## config.mk

```make
export PLATFORM = sky130hd
export DESIGN_NAME = paf_arith_unit
export DESIGN_NICKNAME = d
export VERILOG_FILES = /design/src/paf_pkg.sv /design/src/paf_bcd_adder.sv /design/src/paf_arith_unit.sv
export SDC_FILE = /design/constraint.sdc
export NUM_CORES = 1
export LEC_CHECK = 0
export BUFFER_PORTS_ARGS = -buffer_cell sky130_fd_sc_hd__buf_4
export CAP_MARGIN = 10
export CORE_UTILIZATION = 55
export CTS_CLUSTER_SIZE = 40
export DETAILED_ROUTE_END_ITERATION = 6
export PLACE_DENSITY = 0.75
export SLEW_MARGIN = 20
export SYNTH_ARGS = -nofsm -noshare
export SYNTH_HDL_FRONTEND = slang
export SYNTH_SLANG_ARGS = --single-unit
```

## constraint.sdc

```tcl
create_clock -name clk_sys -period 20.8 [get_ports clk_sys]
set_input_delay 1.04 -clock clk_sys [delete_from_list [all_inputs] [get_ports clk_sys]]
set_output_delay 1.04 -clock clk_sys [all_outputs]
set_load 0.1 [all_outputs]
```

## src/paf_pkg.sv

```systemverilog
// Shared types, constants and helpers for the arithmetic and flag unit.
// Assumes one clock domain driven by the instruction sequencer.
package paf_pkg;

    localparam int PAF_WORD_W = 16;
    localparam int PAF_DWORD_W = 32;

    // Divider runs one quotient bit per clock.
    localparam logic [5:0] PAF_DIV_STEPS = 6'h20;
    localparam logic [5:0] PAF_DIV_CNT_RST = 6'h00;
    localparam logic [3:0] PAF_MASK_NONE = 4'h0;
    localparam logic [3:0] PAF_MASK_ONE = 4'h1;
    localparam logic [3:0] PAF_MASK_TWO = 4'h3;
    localparam logic [3:0] PAF_MASK_FOUR = 4'hf;
    localparam logic [3:0] PAF_BCD_MAX_DIGIT = 4'h9;

    // Operation codes presented by the sequencer.
    typedef enum logic [3:0] {
        OP_ADD_SIGNED_SINGLE = 4'h0,
        OP_ADD_SIGNED_DOUBLE = 4'h1,
        OP_ADD_SIGNED_CARRY_SINGLE = 4'h2,
        OP_ADD_SIGNED_CARRY_DOUBLE = 4'h3,
        OP_ADD_DECIMAL_SINGLE = 4'h4,
        OP_ADD_DECIMAL_DOUBLE = 4'h5,
        OP_ADD_DECIMAL_CARRY_SINGLE = 4'h6,
        OP_ADD_DECIMAL_CARRY_DOUBLE = 4'h7,
        OP_SUB_BINARY_SINGLE = 4'h8,
        OP_SUB_BINARY_DOUBLE = 4'h9,
        OP_SUB_BINARY_CARRY_SINGLE = 4'ha,
        OP_DIVIDE_BINARY_DOUBLE = 4'hb
    } paf_op_t;

    // Unit state: idle, or stepping the divider.
    typedef enum logic [1:0] {
        ST_IDLE = 2'b00,
        ST_DIV_RUN = 2'b01
    } paf_state_t;

    // One request; opnd_a is augend, minuend or dividend, opnd_b the other.
    typedef struct packed {
        paf_op_t op;
        logic exec_cond;
        logic ptr_bcd_err;
        logic [31:0] opnd_a;
        logic [31:0] opnd_b;
    } paf_req_t;

    // Up to four result words.
    typedef struct packed {
        logic [15:0] word3;
        logic [15:0] word2;
        logic [15:0] word1;
        logic [15:0] word0;
    } paf_result_t;

    // Condition flags.
    typedef struct packed {
        logic error_flag;
        logic carry_flag;
        logic equal_zero_flag;
        logic negative_flag;
        logic overflow_flag;
        logic underflow_flag;
    } paf_flags_t;

    localparam paf_flags_t PAF_FLAGS_RST = '0;
    localparam paf_result_t PAF_RESULT_RST = '0;

    // True when the low nibbles (four or eight of them) are all decimal.
    function automatic logic paf_bcd_ok(input logic [31:0] v,
                                        input logic dbl);
        logic ok;
        ok = 1'b1;
        for (int i = 0; i < 8; i++)
        begin
            if ((i < 4 || dbl) && v[4*i +: 4] > PAF_BCD_MAX_DIGIT)
            begin
                ok = 1'b0;
            end
        end
        return ok;
    endfunction

endpackage

```

## src/paf_bcd_adder.sv

```systemverilog
// Eight-digit decimal adder with carry out after digit four and eight.
// Assumes operands hold valid decimal digits; the caller checks that.
module paf_bcd_adder
(
    // Operands and incoming carry.
    input wire logic [31:0] a,
    input wire logic [31:0] b,
    input wire logic cin,
    // Sum and the two carry taps.
    output logic [31:0] sum,
    output logic carry_lo,
    output logic carry_hi
);
    import paf_pkg::*;

    // Ripple through the digits, correcting each one above nine.
    always_comb
    begin
        logic c;
        logic [4:0] s5;
        c = cin;
        s5 = 5'h00;
        sum = 32'h0000_0000;
        carry_lo = 1'b0;
        for (int i = 0; i < 8; i++)
        begin
            s5 = {1'b0, a[4*i +: 4]} + {1'b0, b[4*i +: 4]} + {4'h0, c};
            if (s5 > {1'b0, PAF_BCD_MAX_DIGIT})
            begin
                sum[4*i +: 4] = 4'(s5 - 5'h0a);
                c = 1'b1;
            end
            else
            begin
                sum[4*i +: 4] = s5[3:0];
                c = 1'b0;
            end
            if (i == 3)
            begin
                carry_lo = c;
            end
        end
        carry_hi = c;
    end

endmodule // paf_bcd_adder

```

## src/paf_arith_unit.sv

```systemverilog
// Arithmetic and flag unit: binary and decimal add, binary subtract and
// a double-word divide. Assumes the sequencer holds off while busy is high
// and presents one request per cycle on req_valid.
module paf_arith_unit
(
    // Clock and reset.
    input wire logic clk_sys,
    input wire logic sys_rst,
    // Request from the sequencer.
    input wire logic req_valid,
    input wire paf_pkg::paf_req_t req,
    // Completion and result.
    output logic busy,
    output logic done,
    output logic [3:0] wr_mask,
    output paf_pkg::paf_result_t result,
    // Condition flags.
    output paf_pkg::paf_flags_t flags
);
    import paf_pkg::*;

    paf_state_t state_ff, nxt_state;
    logic busy_ff, nxt_busy;
    logic done_ff, nxt_done;
    logic [3:0] wr_mask_ff, nxt_wr_mask;
    paf_result_t result_ff, nxt_result;
    paf_flags_t flags_ff, nxt_flags;
    logic [31:0] dvd_ff, nxt_dvd;
    logic [31:0] rem_ff, nxt_rem;
    logic [31:0] dsr_ff, nxt_dsr;
    logic [5:0] cnt_ff, nxt_cnt;

    logic [31:0] bcd_sum;
    logic bcd_c_lo;
    logic bcd_c_hi;
    logic cin;
    logic take;

    assign take = req_valid && state_ff == ST_IDLE;
    assign cin = flags_ff.carry_flag;

    // Decimal digit chain shared by all four decimal add forms.
    paf_bcd_adder u_bcd
    (
        .a(req.opnd_a),
        .b(req.opnd_b),
        .cin(cin && (req.op == OP_ADD_DECIMAL_CARRY_SINGLE ||
                     req.op == OP_ADD_DECIMAL_CARRY_DOUBLE)),
        .sum(bcd_sum),
        .carry_lo(bcd_c_lo),
        .carry_hi(bcd_c_hi)
    );

    // Next values for the request, result, flags and divider.
    always_comb
    begin
        logic [16:0] s17;
        logic [32:0] s33;
        logic [32:0] trial;
        logic [31:0] shifted;
        logic sa;
        logic sb;
        logic sr;
        logic dbl;
        s17 = 17'h0_0000;
        s33 = 33'h0_0000_0000;
        trial = 33'h0_0000_0000;
        shifted = 32'h0000_0000;
        sa = 1'b0;
        sb = 1'b0;
        sr = 1'b0;
        dbl = 1'b0;
        nxt_state = state_ff;
        nxt_busy = busy_ff;
        nxt_done = 1'b0;
        nxt_wr_mask = PAF_MASK_NONE;
        nxt_result = result_ff;
        nxt_flags = flags_ff;
        nxt_dvd = dvd_ff;
        nxt_rem = rem_ff;
        nxt_dsr = dsr_ff;
        nxt_cnt = cnt_ff;
        case (state_ff)
            ST_IDLE:
            begin
                if (take && req.exec_cond)
                begin
                    nxt_done = 1'b1;
                    nxt_flags.error_flag = 1'b0;
                    if (req.ptr_bcd_err)
                    begin
                        nxt_flags.error_flag = 1'b1;
                    end
                    else
                    begin
                        case (req.op)
                            OP_ADD_SIGNED_SINGLE,
                            OP_ADD_SIGNED_CARRY_SINGLE,
                            OP_SUB_BINARY_SINGLE,
                            OP_SUB_BINARY_CARRY_SINGLE:
                            begin
                                if (req.op == OP_ADD_SIGNED_SINGLE ||
                                    req.op == OP_ADD_SIGNED_CARRY_SINGLE)
                                begin
                                    s17 = {1'b0, req.opnd_a[15:0]} +
                                          {1'b0, req.opnd_b[15:0]} +
                                          {16'h0000,
                                           cin && req.op ==
                                           OP_ADD_SIGNED_CARRY_SINGLE};
                                    sb = req.opnd_b[15];
                                end
                                else
                                begin
                                    s17 = {1'b0, req.opnd_a[15:0]} -
                                          {1'b0, req.opnd_b[15:0]} -
                                          {16'h0000,
                                           cin && req.op ==
                                           OP_SUB_BINARY_CARRY_SINGLE};
                                    sb = ~req.opnd_b[15];
                                end
                                sa = req.opnd_a[15];
                                sr = s17[15];
                                nxt_result.word0 = s17[15:0];
                                nxt_wr_mask = PAF_MASK_ONE;
                                nxt_flags.carry_flag = s17[16];
                                nxt_flags.equal_zero_flag =
                                    s17[15:0] == 16'h0000;
                                nxt_flags.negative_flag = sr;
                                nxt_flags.overflow_flag = !sa && !sb && sr;
                                nxt_flags.underflow_flag = sa && sb && !sr;
                            end
                            OP_ADD_SIGNED_DOUBLE,
                            OP_ADD_SIGNED_CARRY_DOUBLE,
                            OP_SUB_BINARY_DOUBLE:
                            begin
                                if (req.op != OP_SUB_BINARY_DOUBLE)
                                begin
                                    s33 = {1'b0, req.opnd_a} +
                                          {1'b0, req.opnd_b} +
                                          {32'h0000_0000,
                                           cin && req.op ==
                                           OP_ADD_SIGNED_CARRY_DOUBLE};
                                    sb = req.opnd_b[31];
                                end
                                else
                                begin
                                    s33 = {1'b0, req.opnd_a} -
                                          {1'b0, req.opnd_b};
                                    sb = ~req.opnd_b[31];
                                end
                                sa = req.opnd_a[31];
                                sr = s33[31];
                                nxt_result.word0 = s33[15:0];
                                nxt_result.word1 = s33[31:16];
                                nxt_wr_mask = PAF_MASK_TWO;
                                nxt_flags.carry_flag = s33[32];
                                nxt_flags.equal_zero_flag =
                                    s33[31:0] == 32'h0000_0000;
                                nxt_flags.negative_flag = sr;
                                nxt_flags.overflow_flag = !sa && !sb && sr;
                                nxt_flags.underflow_flag = sa && sb && !sr;
                            end
                            OP_ADD_DECIMAL_SINGLE,
                            OP_ADD_DECIMAL_CARRY_SINGLE,
                            OP_ADD_DECIMAL_DOUBLE,
                            OP_ADD_DECIMAL_CARRY_DOUBLE:
                            begin
                                dbl = req.op == OP_ADD_DECIMAL_DOUBLE ||
                                      req.op == OP_ADD_DECIMAL_CARRY_DOUBLE;
                                if (!paf_bcd_ok(req.opnd_a, dbl) ||
                                    !paf_bcd_ok(req.opnd_b, dbl))
                                begin
                                    nxt_flags.error_flag = 1'b1;
                                end
                                else if (dbl)
                                begin
                                    nxt_result.word0 = bcd_sum[15:0];
                                    nxt_result.word1 = bcd_sum[31:16];
                                    nxt_wr_mask = PAF_MASK_TWO;
                                    nxt_flags.carry_flag = bcd_c_hi;
                                    nxt_flags.equal_zero_flag =
                                        bcd_sum == 32'h0000_0000;
                                end
                                else
                                begin
                                    nxt_result.word0 = bcd_sum[15:0];
                                    nxt_wr_mask = PAF_MASK_ONE;
                                    nxt_flags.carry_flag = bcd_c_lo;
                                    nxt_flags.equal_zero_flag =
                                        bcd_sum[15:0] == 16'h0000;
                                end
                            end
                            OP_DIVIDE_BINARY_DOUBLE:
                            begin
                                if (req.opnd_b == 32'h0000_0000)
                                begin
                                    nxt_flags.error_flag = 1'b1;
                                end
                                else
                                begin
                                    nxt_dvd = req.opnd_a;
                                    nxt_dsr = req.opnd_b;
                                    nxt_flags.error_flag =
                                        flags_ff.error_flag;
                                    nxt_rem = 32'h0000_0000;
                                    nxt_cnt = PAF_DIV_CNT_RST;
                                    nxt_busy = 1'b1;
                                    nxt_done = 1'b0;
                                    nxt_state = ST_DIV_RUN;
                                end
                            end
                            default:
                            begin
                                nxt_flags.error_flag = 1'b1;
                            end
                        endcase
                    end
                end
            end
            ST_DIV_RUN:
            begin
                // One restoring step per clock, quotient into the low end.
                trial = {rem_ff, dvd_ff[31]} - {1'b0, dsr_ff};
                if (!trial[32])
                begin
                    shifted = trial[31:0];
                end
                else
                begin
                    shifted = {rem_ff[30:0], dvd_ff[31]};
                end
                nxt_rem = shifted;
                nxt_dvd = {dvd_ff[30:0], !trial[32]};
                nxt_cnt = cnt_ff + 6'h01;
                if (cnt_ff == PAF_DIV_STEPS - 6'h01)
                begin
                    nxt_result.word0 = nxt_dvd[15:0];
                    nxt_result.word1 = nxt_dvd[31:16];
                    nxt_result.word2 = shifted[15:0];
                    nxt_result.word3 = shifted[31:16];
                    nxt_wr_mask = PAF_MASK_FOUR;
                    nxt_flags.error_flag = 1'b0;
                    nxt_flags.negative_flag = nxt_dvd[31];
                    nxt_flags.equal_zero_flag =
                        nxt_dvd == 32'h0000_0000 &&
                        shifted == 32'h0000_0000;
                    nxt_done = 1'b1;
                    nxt_busy = 1'b0;
                    nxt_state = ST_IDLE;
                end
            end
            default:
            begin
                nxt_busy = 1'b0;
                nxt_state = ST_IDLE;
            end
        endcase
    end

    // Register every piece of state.
    always_ff @(posedge clk_sys)
    begin
        if (sys_rst)
        begin
            state_ff <= ST_IDLE;
            busy_ff <= 1'b0;
            done_ff <= 1'b0;
            wr_mask_ff <= PAF_MASK_NONE;
            result_ff <= PAF_RESULT_RST;
            flags_ff <= PAF_FLAGS_RST;
            dvd_ff <= 32'h0000_0000;
            rem_ff <= 32'h0000_0000;
            dsr_ff <= 32'h0000_0000;
            cnt_ff <= PAF_DIV_CNT_RST;
        end
        else
        begin
            state_ff <= nxt_state;
            busy_ff <= nxt_busy;
            done_ff <= nxt_done;
            wr_mask_ff <= nxt_wr_mask;
            result_ff <= nxt_result;
            flags_ff <= nxt_flags;
            dvd_ff <= nxt_dvd;
            rem_ff <= nxt_rem;
            dsr_ff <= nxt_dsr;
            cnt_ff <= nxt_cnt;
        end
    end

    // Outputs straight from flip-flops.
    assign busy = busy_ff;
    assign done = done_ff;
    assign wr_mask = wr_mask_ff;
    assign result = result_ff;
    assign flags = flags_ff;

endmodule // paf_arith_unit

```

# Word level (Yosys, flattened, before mapping)

Cells that the tools add are included.

Register bits: 180
Input bits: 73
Output and inout port bits: 76
Logic and storage cells: 290

$add $sub $neg: 33
$lt $le $gt $ge: 24
Equality and inequality tests: 26
Multiplexer cells: 123
Bitwise logic cells: 4
Reduce and logical (&&, ||, !) cells: 62

Operators by type and width:

| operator                                                              | count |
|---|---|
| 32-bit 2-to-1 mux                                                     | 14 |
| 32-bit one-hot mux with 2 select lines                                | 3 |
| 33-bit 2-to-1 mux                                                     | 5 |
| 32-bit logical NOT                                                    | 5 |
| 17-bit 2-to-1 mux                                                     | 5 |
| 4-bit > comparator (second input constant)                            | 16 |
| 1-bit 2-to-1 mux                                                      | 55 |
| 16-bit one-hot mux with 3 select lines                                | 1 |
| 4-bit by 4-bit adder with 5-bit output                                | 8 |
| 5-bit by 1-bit adder with 5-bit output                                | 8 |
| 5-bit by 4-bit > comparator with 1-bit output (second input constant) | 8 |
| 4-bit 2-to-1 mux                                                      | 9 |
| 32-bit by 32-bit adder with 33-bit output                             | 1 |
| 33-bit by 1-bit adder with 33-bit output                              | 1 |
| 32-bit by 32-bit subtractor with 33-bit output                        | 1 |
| 33-bit by 32-bit subtractor with 33-bit output                        | 1 |
| 16-bit logical NOT                                                    | 2 |
| 16-bit one-hot mux with 2 select lines                                | 1 |
| 4-bit subtractor (second input constant)                              | 8 |
| 6-bit 2-to-1 mux                                                      | 5 |
| 5-bit AND reduction                                                   | 5 |
| 2-bit 2-to-1 mux                                                      | 12 |
| 1-bit logical AND                                                     | 23 |
| 16-bit by 16-bit adder with 17-bit output                             | 1 |
| 39 further kinds                                                      | 74 |

# Longest topological paths before layout

Gate-level depths: netlist of run 1.

Depth in word-level cells: 34
Depth in mapped cells: 76

# Modules after synthesis

Synthesis of run 1 repeated with hierarchy kept, for this count alone.

Cell total of the unflattened synthesis: 2303
Area, all modules: 17375.4 um2

Modules (own cells, without submodules):

| module         | instances | cells an instance | area an instance (um2) | seq. area each (um2) |
|---|---|---|---|---|
| paf_arith_unit | 1         | 2084              | 15499.9                | 3543.4 |
| paf_bcd_adder  | 1         | 219               | 1875.5                 | 0.0 |

# Worst setup path after synthesis of run 1

No wires, ideal clock.

Path type: input to register
Start: input req[68] in the netlist's numbering
End: register flags_ff, in the netlist flags[3]
Setup time: 0.096 ns
Arrival time: 15.837 ns
Required time: 20.704 ns
Slack: 4.867 ns
Stages: 72
Cell sequence: buf_2 inv_1 nor2_1 clkbuf_1 clkbuf_1 nand3_1 fa_1 inv_1 fa_1 clkbuf_1 o22ai_1 nand2b_1 a221oi_1 fa_1 inv_1 fa_1 clkbuf_1 inv_1 (+36 left out) fa_1 inv_1 ha_1 o21ai_0 a31oi_1 fa_1 inv_1 fa_1 xor2_1 ha_1 a21oi_1 a21oi_1 mux2i_1 nand3_1 o21ai_0 a41oi_1 a31o_2 o41ai_2

Word-level cells in the longest chain between the ends: 34

Ends and longest elaborated chain:

| what                                                        | RTL line              | RTL |
|---|---|---|
| start, declared                                             | paf_arith_unit.sv:11  | `input wire paf_pkg::paf_req_t req,` |
| 4-bit by 3-bit == test with 1-bit output (on tied branches) | n/a                   |  |
| 1-bit logical OR                                            | paf_arith_unit.sv:47  | `.cin(cin && (req.op == OP_ADD_DECIMAL_CARRY_SINGLE \|\|` |
| 1-bit logical AND                                           | paf_arith_unit.sv:47  |  |
| 5-bit by 1-bit adder with 5-bit output                      | paf_bcd_adder.sv:27   | `s5 = {1'b0, a[4*i +: 4]} + {1'b0, b[4*i +: 4]} + {4'h0, c};` |
| 5-bit by 4-bit > comparator with 1-bit output               | paf_bcd_adder.sv:28   | `if (s5 > {1'b0, PAF_BCD_MAX_DIGIT})` |
| 1-bit 2-to-1 mux                                            | paf_bcd_adder.sv:28   |  |
| 5-bit by 1-bit adder with 5-bit output                      | paf_bcd_adder.sv:27   |  |
| 5-bit by 4-bit > comparator with 1-bit output               | paf_bcd_adder.sv:28   |  |
| (+18 left out)                                              | n/a                   |  |
| 4-bit 2-to-1 mux                                            | paf_bcd_adder.sv:28   |  |
| 32-bit logical NOT                                          | paf_arith_unit.sv:182 | `bcd_sum == 32'h0000_0000;` |
| 2-bit 2-to-1 mux                                            | paf_arith_unit.sv:175 | `else if (dbl)` |
| 2-bit 2-to-1 mux                                            | paf_arith_unit.sv:170 | `if (!paf_bcd_ok(req.opnd_a, dbl) \|\|` |
| 2-bit one-hot mux with 3 select lines                       | paf_arith_unit.sv:96  | `case (req.op)` |
| 5-bit 2-to-1 mux                                            | paf_arith_unit.sv:90  | `if (req.ptr_bcd_err)` |
| 6-bit 2-to-1 mux                                            | paf_arith_unit.sv:86  | `if (take && req.exec_cond)` |
| 2-bit one-hot mux with 2 select lines                       | paf_arith_unit.sv:83  | `case (state_ff)` |
| end signal, assigned                                        | paf_arith_unit.sv:283 | `flags_ff <= nxt_flags;` |
| end, declared                                               | paf_arith_unit.sv:27  | `paf_flags_t flags_ff, nxt_flags;` |

Several ways; a longest one is shown, not always the timed one. The select of a mux whose other input is x is not followed.
A chain may end at the register's enable or synchronous reset.

# Worst setup path after layout of run 1

Same ends and word-level chain as after synthesis.

==> results.cfg, run 1 <==
[synthesis]
ys_top_cells_by_count = nand2_1, nor2_1, a21oi_1, dfxtp_1, inv_1
synth.largest_area_cell = dfxtp_1
ys_seq_area_share_pct = 20.3
synth-seq-cells = 177
synth-warning-count = 0
ys_async_sr_fraction_pct = 0
avgSynthCellArea_um2 = 7.16
ys_types = 105
syn_nets = 2680
synth.most_common_cell = nand2_1
synth_top_area_share_pct = 20.3
synthFlopType = dfxtp_1
netlist_top_cells_area = dfxtp_1, ha_1, a21oi_1
synth_edf_count = 0
synth_cells = 2445
syn-cell-area_mm2 = 0.0175

[floorplan]
start_util_pct = 56.6
fp.dieArea_mm2 = 0.0325
ios = 149
num_rows = 64
coreArea_mm2 = 0.0309
die_h_um = 180
chipWidth_um = 180

[drt]
wl_um = 65600
vias = 19000
ant_nets = 0
viasPerCell = 6.56
wire_per_inst_um = 22.7
drtPass1Iterations = 7
drt_iter0_markers = 2198
drcViolationCount = 0

[sta]
post-route-period-util_pct = 83.6
hold_viol = 0
skew_ns = 0.0128
report.final.slew_viol_count = 0
rsz0062_at_grt = no
fin_setup_tns_ns = 0
slew_headroom_pct = 35.2
period_needed_ns = 17.39
tightest_slew_ns = 0.971
maxClockFrequency_mhz = 57.5
setup_viol = 0

[setup_path]
crit_path_end_kind = flip-flop
crit_path_max_fanout = 25
worstPathArrival_ns = 17.73
slowest_stage = a221oi_1
worstPathRequired_ns = 21.14
critPathKind = input port to flip-flop
cpPeakStageDelay_ns = 0.65
cp-start-kind = input port
crit_top_cell = inv_1

[layout]
nets = 2718
layout-drive-gt1-share_pct = 10.8
fillers = 2887
multi_input_area_mm2 = 0.0127
area_growth_pct = 10.0
final_area_mm2 = 0.0193
ff_latch_area_mm2 = 0.00354

[placed_design]
placed_cell_area_mm2 = 0.0186
hpwl_um = 50800
port_buffers = 148
place_congestion = 1.03

[grt]
grt_usage_pct = 39.5
antenna_found_initial = 3
gr-total-overflow = 0
grt_start_max_net_pins = 87
grt_pass1_wl_um = 101000
grt_pass1_vias = 17600

[clock_network]
clk_pin_slew_ns = 0.08
cts_buffer_depth = 2
root_buffer = clkbuf_16
numCtsBuffers = 17
cts_hold_repair.buffers = 0
cts_tree = done
cts_resized = 0
postCtsSetupBuffers = 0
cts_max_level = 4
cts.sinks = 177
clock_latency_ns = 0.44

[power_and_ir_drop]
vdd_ir_drop_max_v = 0.0000496
p_int_mw = 0.697
p_sw_share_pct = 39.6
p_leak_nw = 7.75
p_per_area_mw_per_mm2 = 59.9
power_frac_seq_pct = 29.9
combPwrFrac_pct = 41.3
clkPwrFrac_pct = 28.8
power.switching_mw = 0.457

[worst_hold_path]
hold_path_class = flip-flop to flip-flop

[flow_run]
drv_cap = 0

[status]
status = complete, no violations
[metrics by stage]
step / power [mW] / utilization [%] / hold slack (ns) / std cells / worst slack, ns
3_5_place_dp: 0.810 / 60.3 / 0.447 / 2860 / 3.18
5_1_grt: 1.20 / 62.3 / 0.470 / 2892 / 2.18
3_3_place_gp: 0.804 / 60.3 / 0.442 / 2860 / 3.79
4_1_cts: 1.14 / 62.3 / 0.456 / 2891 / 3.62
6_report: 1.15 / 62.3 / 0.454 / 2892 / 3.41
2_1_floorplan: 0.679 / - / 0.436 / 2445 / 4.87
[power groups by stage]
| stage | logic (mW) | clock network (mW) | registers, mW |
|---|---|---|---|
| floorplan | 0.312 | 0 | 0.366 |
| global placement | 0.452 | 0 | 0.353 |
| detailed placement | 0.458 | 0 | 0.353 |
| CTS | 0.460 | 0.334 | 0.345 |
| global route | 0.511 | 0.346 | 0.345 |
| finish | 0.476 | 0.333 | 0.345 |
[flip-flops by register name, summed over array words and instances, names as in the netlist, 3 cells and up]
name / count
dvd_ff: 32
cnt_ff: 6
result: 64
flags: 5
wr_mask: 3
rem_ff: 32
dsr_ff: 32
[layer usage]
layer / wire length [µm] / up-vias / track usage (%)
met4: 3130 / 4 / 19.2
met3: 6550 / 176 / 6.87
met1: 27000 / 8873 / 52.5
met5: 29 / - / 0
met2: 28800 / 1039 / 61.7
li1: - / 8874 / -
[cell type report]
cell class / count / share of cell area, %
sequential: 177 / 18.4
multi-input combinational: 1940 / 65.9
timing repair buffer: 165 / 6.43
clock buffer: 17 / 2.21
clock inverter: 14 / 0.923
inverter: 182 / 3.57
tap: 396 / 2.57
antenna: 1 / 0.0130
[worst max-delay path: cells and delay by family]
kind / cells / cell delay (ns)
fa+ha+maj: 20 / 7.52
xor+xnor: 3 / 0.89
buf+inv: 19 / 2.21
simple gates: 7 / 0.87
mux: 1 / 0.26
compound gates: 21 / 4.91
[final timing paths]
check | from | end | slack [ns] | cells after the start
min reg2reg | result[32]$_SDFFE_PP0P_ | result[32]$_SDFFE_PP0P_ | 0.45 | 2
min | result[32]$_SDFFE_PP0P_ | result[32]$_SDFFE_PP0P_ | 0.45 | 2
max | req[68] | flags[3]$_SDFFE_PP0P_ | 3.41 | 71
max reg2reg | cin$_SDFFE_PP0P_ | flags[3]$_SDFFE_PP0P_ | 4.21 | 67
[cells by family (layout without fill, tap and decap cells)]
family	after synthesis	in the layout	synth area share (%)
flops	177	177	20.3
other cells	0	1	0
buf+inv	328	378	7.44
xor+xnor	99	99	4.96
simple gates	860	860	23.1
mux	43	43	2.51
fa+ha+maj	162	162	12.6
compound gates	776	776	29.2
[cell usage in the layout (no fill, tap or decap), types with 24 or more instances in the layout]
cell type	netlist	final
nand2_1	279	278
nor2_1	260	258
a21oi_1	246	245
dfxtp_1	177	176
inv_1	173	172
buf_4	4	165
o21ai_0	160	160
ha_1	138	138
xnor2_1	74	74
nor3_1	65	64
a211oi_1	56	56
nor4_1	48	48
nand3_1	40	40
mux2i_1	36	36
nand4_1	34	34
a31oi_1	31	31
a21o_1	27	27
a311oi_1	27	27
and3_1	26	26
xor2_1	25	25
o21bai_1	24	24
fa_1	24	24
No activity file was read; power rests on OpenSTA's default activity.
==> inputs of run 2 (changes only) <==
- PLACE_DENSITY: 0.75 -> 0.78
- clock period: 20.8 -> 14.25 ns (I/O delays scaled with it)
==> run 2 against run 1 <==
Effect of this change: the run now ends with DRC left; routed wire length is 2.6% higher; design area is 2.1% higher; sequential power is 46% higher; count of clock-buffer cells in the layout is 1 higher; register-to-register slack worse by 3.7 ns; global-route usage is 0.88 points higher; die area stayed put.
==> results.cfg, run 2 (same netlist as run 1, synthesis figures left out) <==
[sta]
skew_ns = 0.0150
tightest_slew_ns = 1.14
whs_ns = 0.453
maxClockFrequency_mhz = 72.5
slew_headroom_pct = 24.0
setup_viol = 0
period_needed_ns = 13.80
hold_viol = 0
post-route-period-util_pct = 96.8
layout_setup_ws_ns = 0.451
report.final.slew_viol_count = 0

[status]
violations = DRC
status = complete, but fails checks

[floorplan]
fp.dieArea_mm2 = 0.0325
start_util_pct = 56.6
ios = 149
chipWidth_um = 180
die_h_um = 180
num_rows = 64
coreArea_mm2 = 0.0309

[power_and_ir_drop]
clkPwrFrac_pct = 26.2
p_sw_share_pct = 41.4
power.switching_mw = 0.708
power_frac_seq_pct = 29.4
p_per_area_mw_per_mm2 = 87.0
combPwrFrac_pct = 44.3
vdd_ir_drop_max_v = 0.0000752
p_leak_nw = 7.86
p_int_mw = 1.00

[placed_design]
hpwl_um = 52300
place_congestion = 1.07
port_buffers = 148
post-place-ws_ns = -0.429

[grt]
antenna_found_initial = 1
grt_usage_pct = 40.3
grt_start_max_net_pins = 92
grt_pass1_wl_um = 103000
gr-total-overflow = 0
grt_pass1_vias = 17900

[clock_network]
clk_pin_slew_ns = 0.08
numCtsBuffers = 17
cts.sinks = 177
cts_max_level = 4
cts_tree = done
cts_buffer_depth = 2
clock_latency_ns = 0.44
root_buffer = clkbuf_16

[layout]
fillers = 2836
final_cell_mix = nand2_1, nor2_1, a21oi_1
layout_commonest_cell = nand2_1
area_growth_pct = 12.3
multi_input_area_mm2 = 0.0129
layout-drive-gt1-share_pct = 13.8
nets = 2744
ff_latch_area_mm2 = 0.00354
largest_reg_flops = 64

[setup_path]
slowest_stage = fa_1
rr_worst_depth = 67
r2r_end = flags[3]$_SDFFE_PP0P_
crit_path_max_fanout = 5
critPathKind = input port to flip-flop
cp-start-kind = input port
worstPathRequired_ns = 14.60
cpPeakStageDelay_ns = 0.51
crit_top_cell = fa_2
reg2reg_from = cin$_SDFFE_PP0P_
crit_path_end_kind = flip-flop
rrSetupSlack_ns = 0.55
worstPathArrival_ns = 14.15

[worst_hold_path]
worstHoldEndpoint = dsr_ff[7]$_SDFFE_PP0P_
holdPathStages = 2
hold_path_class = flip-flop to flip-flop
min_from = dsr_ff[7]$_SDFFE_PP0P_

[drt]
wl_um = 67300
drcViolationCount = 12
drt_iter0_markers = 2186
viasPerCell = 6.65
wire_per_inst_um = 23.0
ant_nets = 0
drtPass1Iterations = 7
vias = 19400

[flow_run]
drv_cap = 0
-- run 2: worst max path at each step --
stage | start | to | slack, ns | depth (start not counted)
after floorplan | req[68] | flags[3]$_SDFFE_PP0P_ | 0.007 | 74
after global placement | req[68] | flags[3]$_SDFFE_PP0P_ | -0.02 | 71
after detailed placement | req[68] | flags[3]$_SDFFE_PP0P_ | -0.43 | 72
after CTS | req[68] | flags[3]$_SDFFE_PP0P_ | 0.05 | 72
after global routing | req[68] | flags[3]$_SDFFE_PP0P_ | -0.12 | 70
final | req[68] | flags[3]$_SDFFE_PP0P_ | 0.45 | 70
-- run 2: area by class of cell --
class,instances,share of cell area [%]
diodes,1,0.0127
flip-flops and latches,177,18.0
repair buffers,191,7.30
multi-input cells,1940,65.8
clock inverters,14,0.618
inverters,182,3.51
clock buffers,18,2.18
well taps,396,2.52
-- run 2: power by group through the flow --
stage,Combinational [mW],Clock (mW),Sequential [mW]
after floorplan,0.478,0,0.535
after global placement,0.701,0,0.515
after detailed placement,0.711,0,0.515
after CTS,0.715,0.450,0.503
after global routing,0.807,0.469,0.504
final,0.758,0.449,0.503
-- run 2: metrics by stage --
stage               std cells  TNS [ns]  util (%)  cell area, µm²  total power, mW
global placement         2881   -0.0237      61.3           19000             1.22
global route             2918    -0.138      63.6           19700             1.78
detailed placement       2881    -0.917      61.3           19000             1.23
floorplan                2445         0         -           17700             1.01
finish                   2919         0      63.6           19700             1.71
CTS                      2913         0      63.2           19500             1.67
-- run 2: critical path, delay by kind of cell --
family,cells,cell delay [ns]
fa+ha+maj,19,6.71
compound gates,22,3.75
buf+inv,19,1.46
simple gates,8,1.05
xor+xnor,2,0.44
-- run 2: what timing repair did --
action,4_1_cts,5_1_grt
hold buffers,0,0
resized for setup,1,20
pin swaps,0,18
setup endpoints to repair,1,5
buffers inserted,0,5
-- run 2: layer usage --
| metal | part of all wire, % | routed length [µm] | vias up | track usage, % |
|---|---|---|---|---|
| met5 | 0.015 | 10 | - | 0 |
| met4 | 4.8 | 3220 | 2 | 18.1 |
| met3 | 10 | 6970 | 219 | 6.35 |
| met2 | 45 | 30000 | 1156 | 64.7 |
| met1 | 40 | 27100 | 9156 | 53.3 |
| li1 | - | - | 8890 | - |
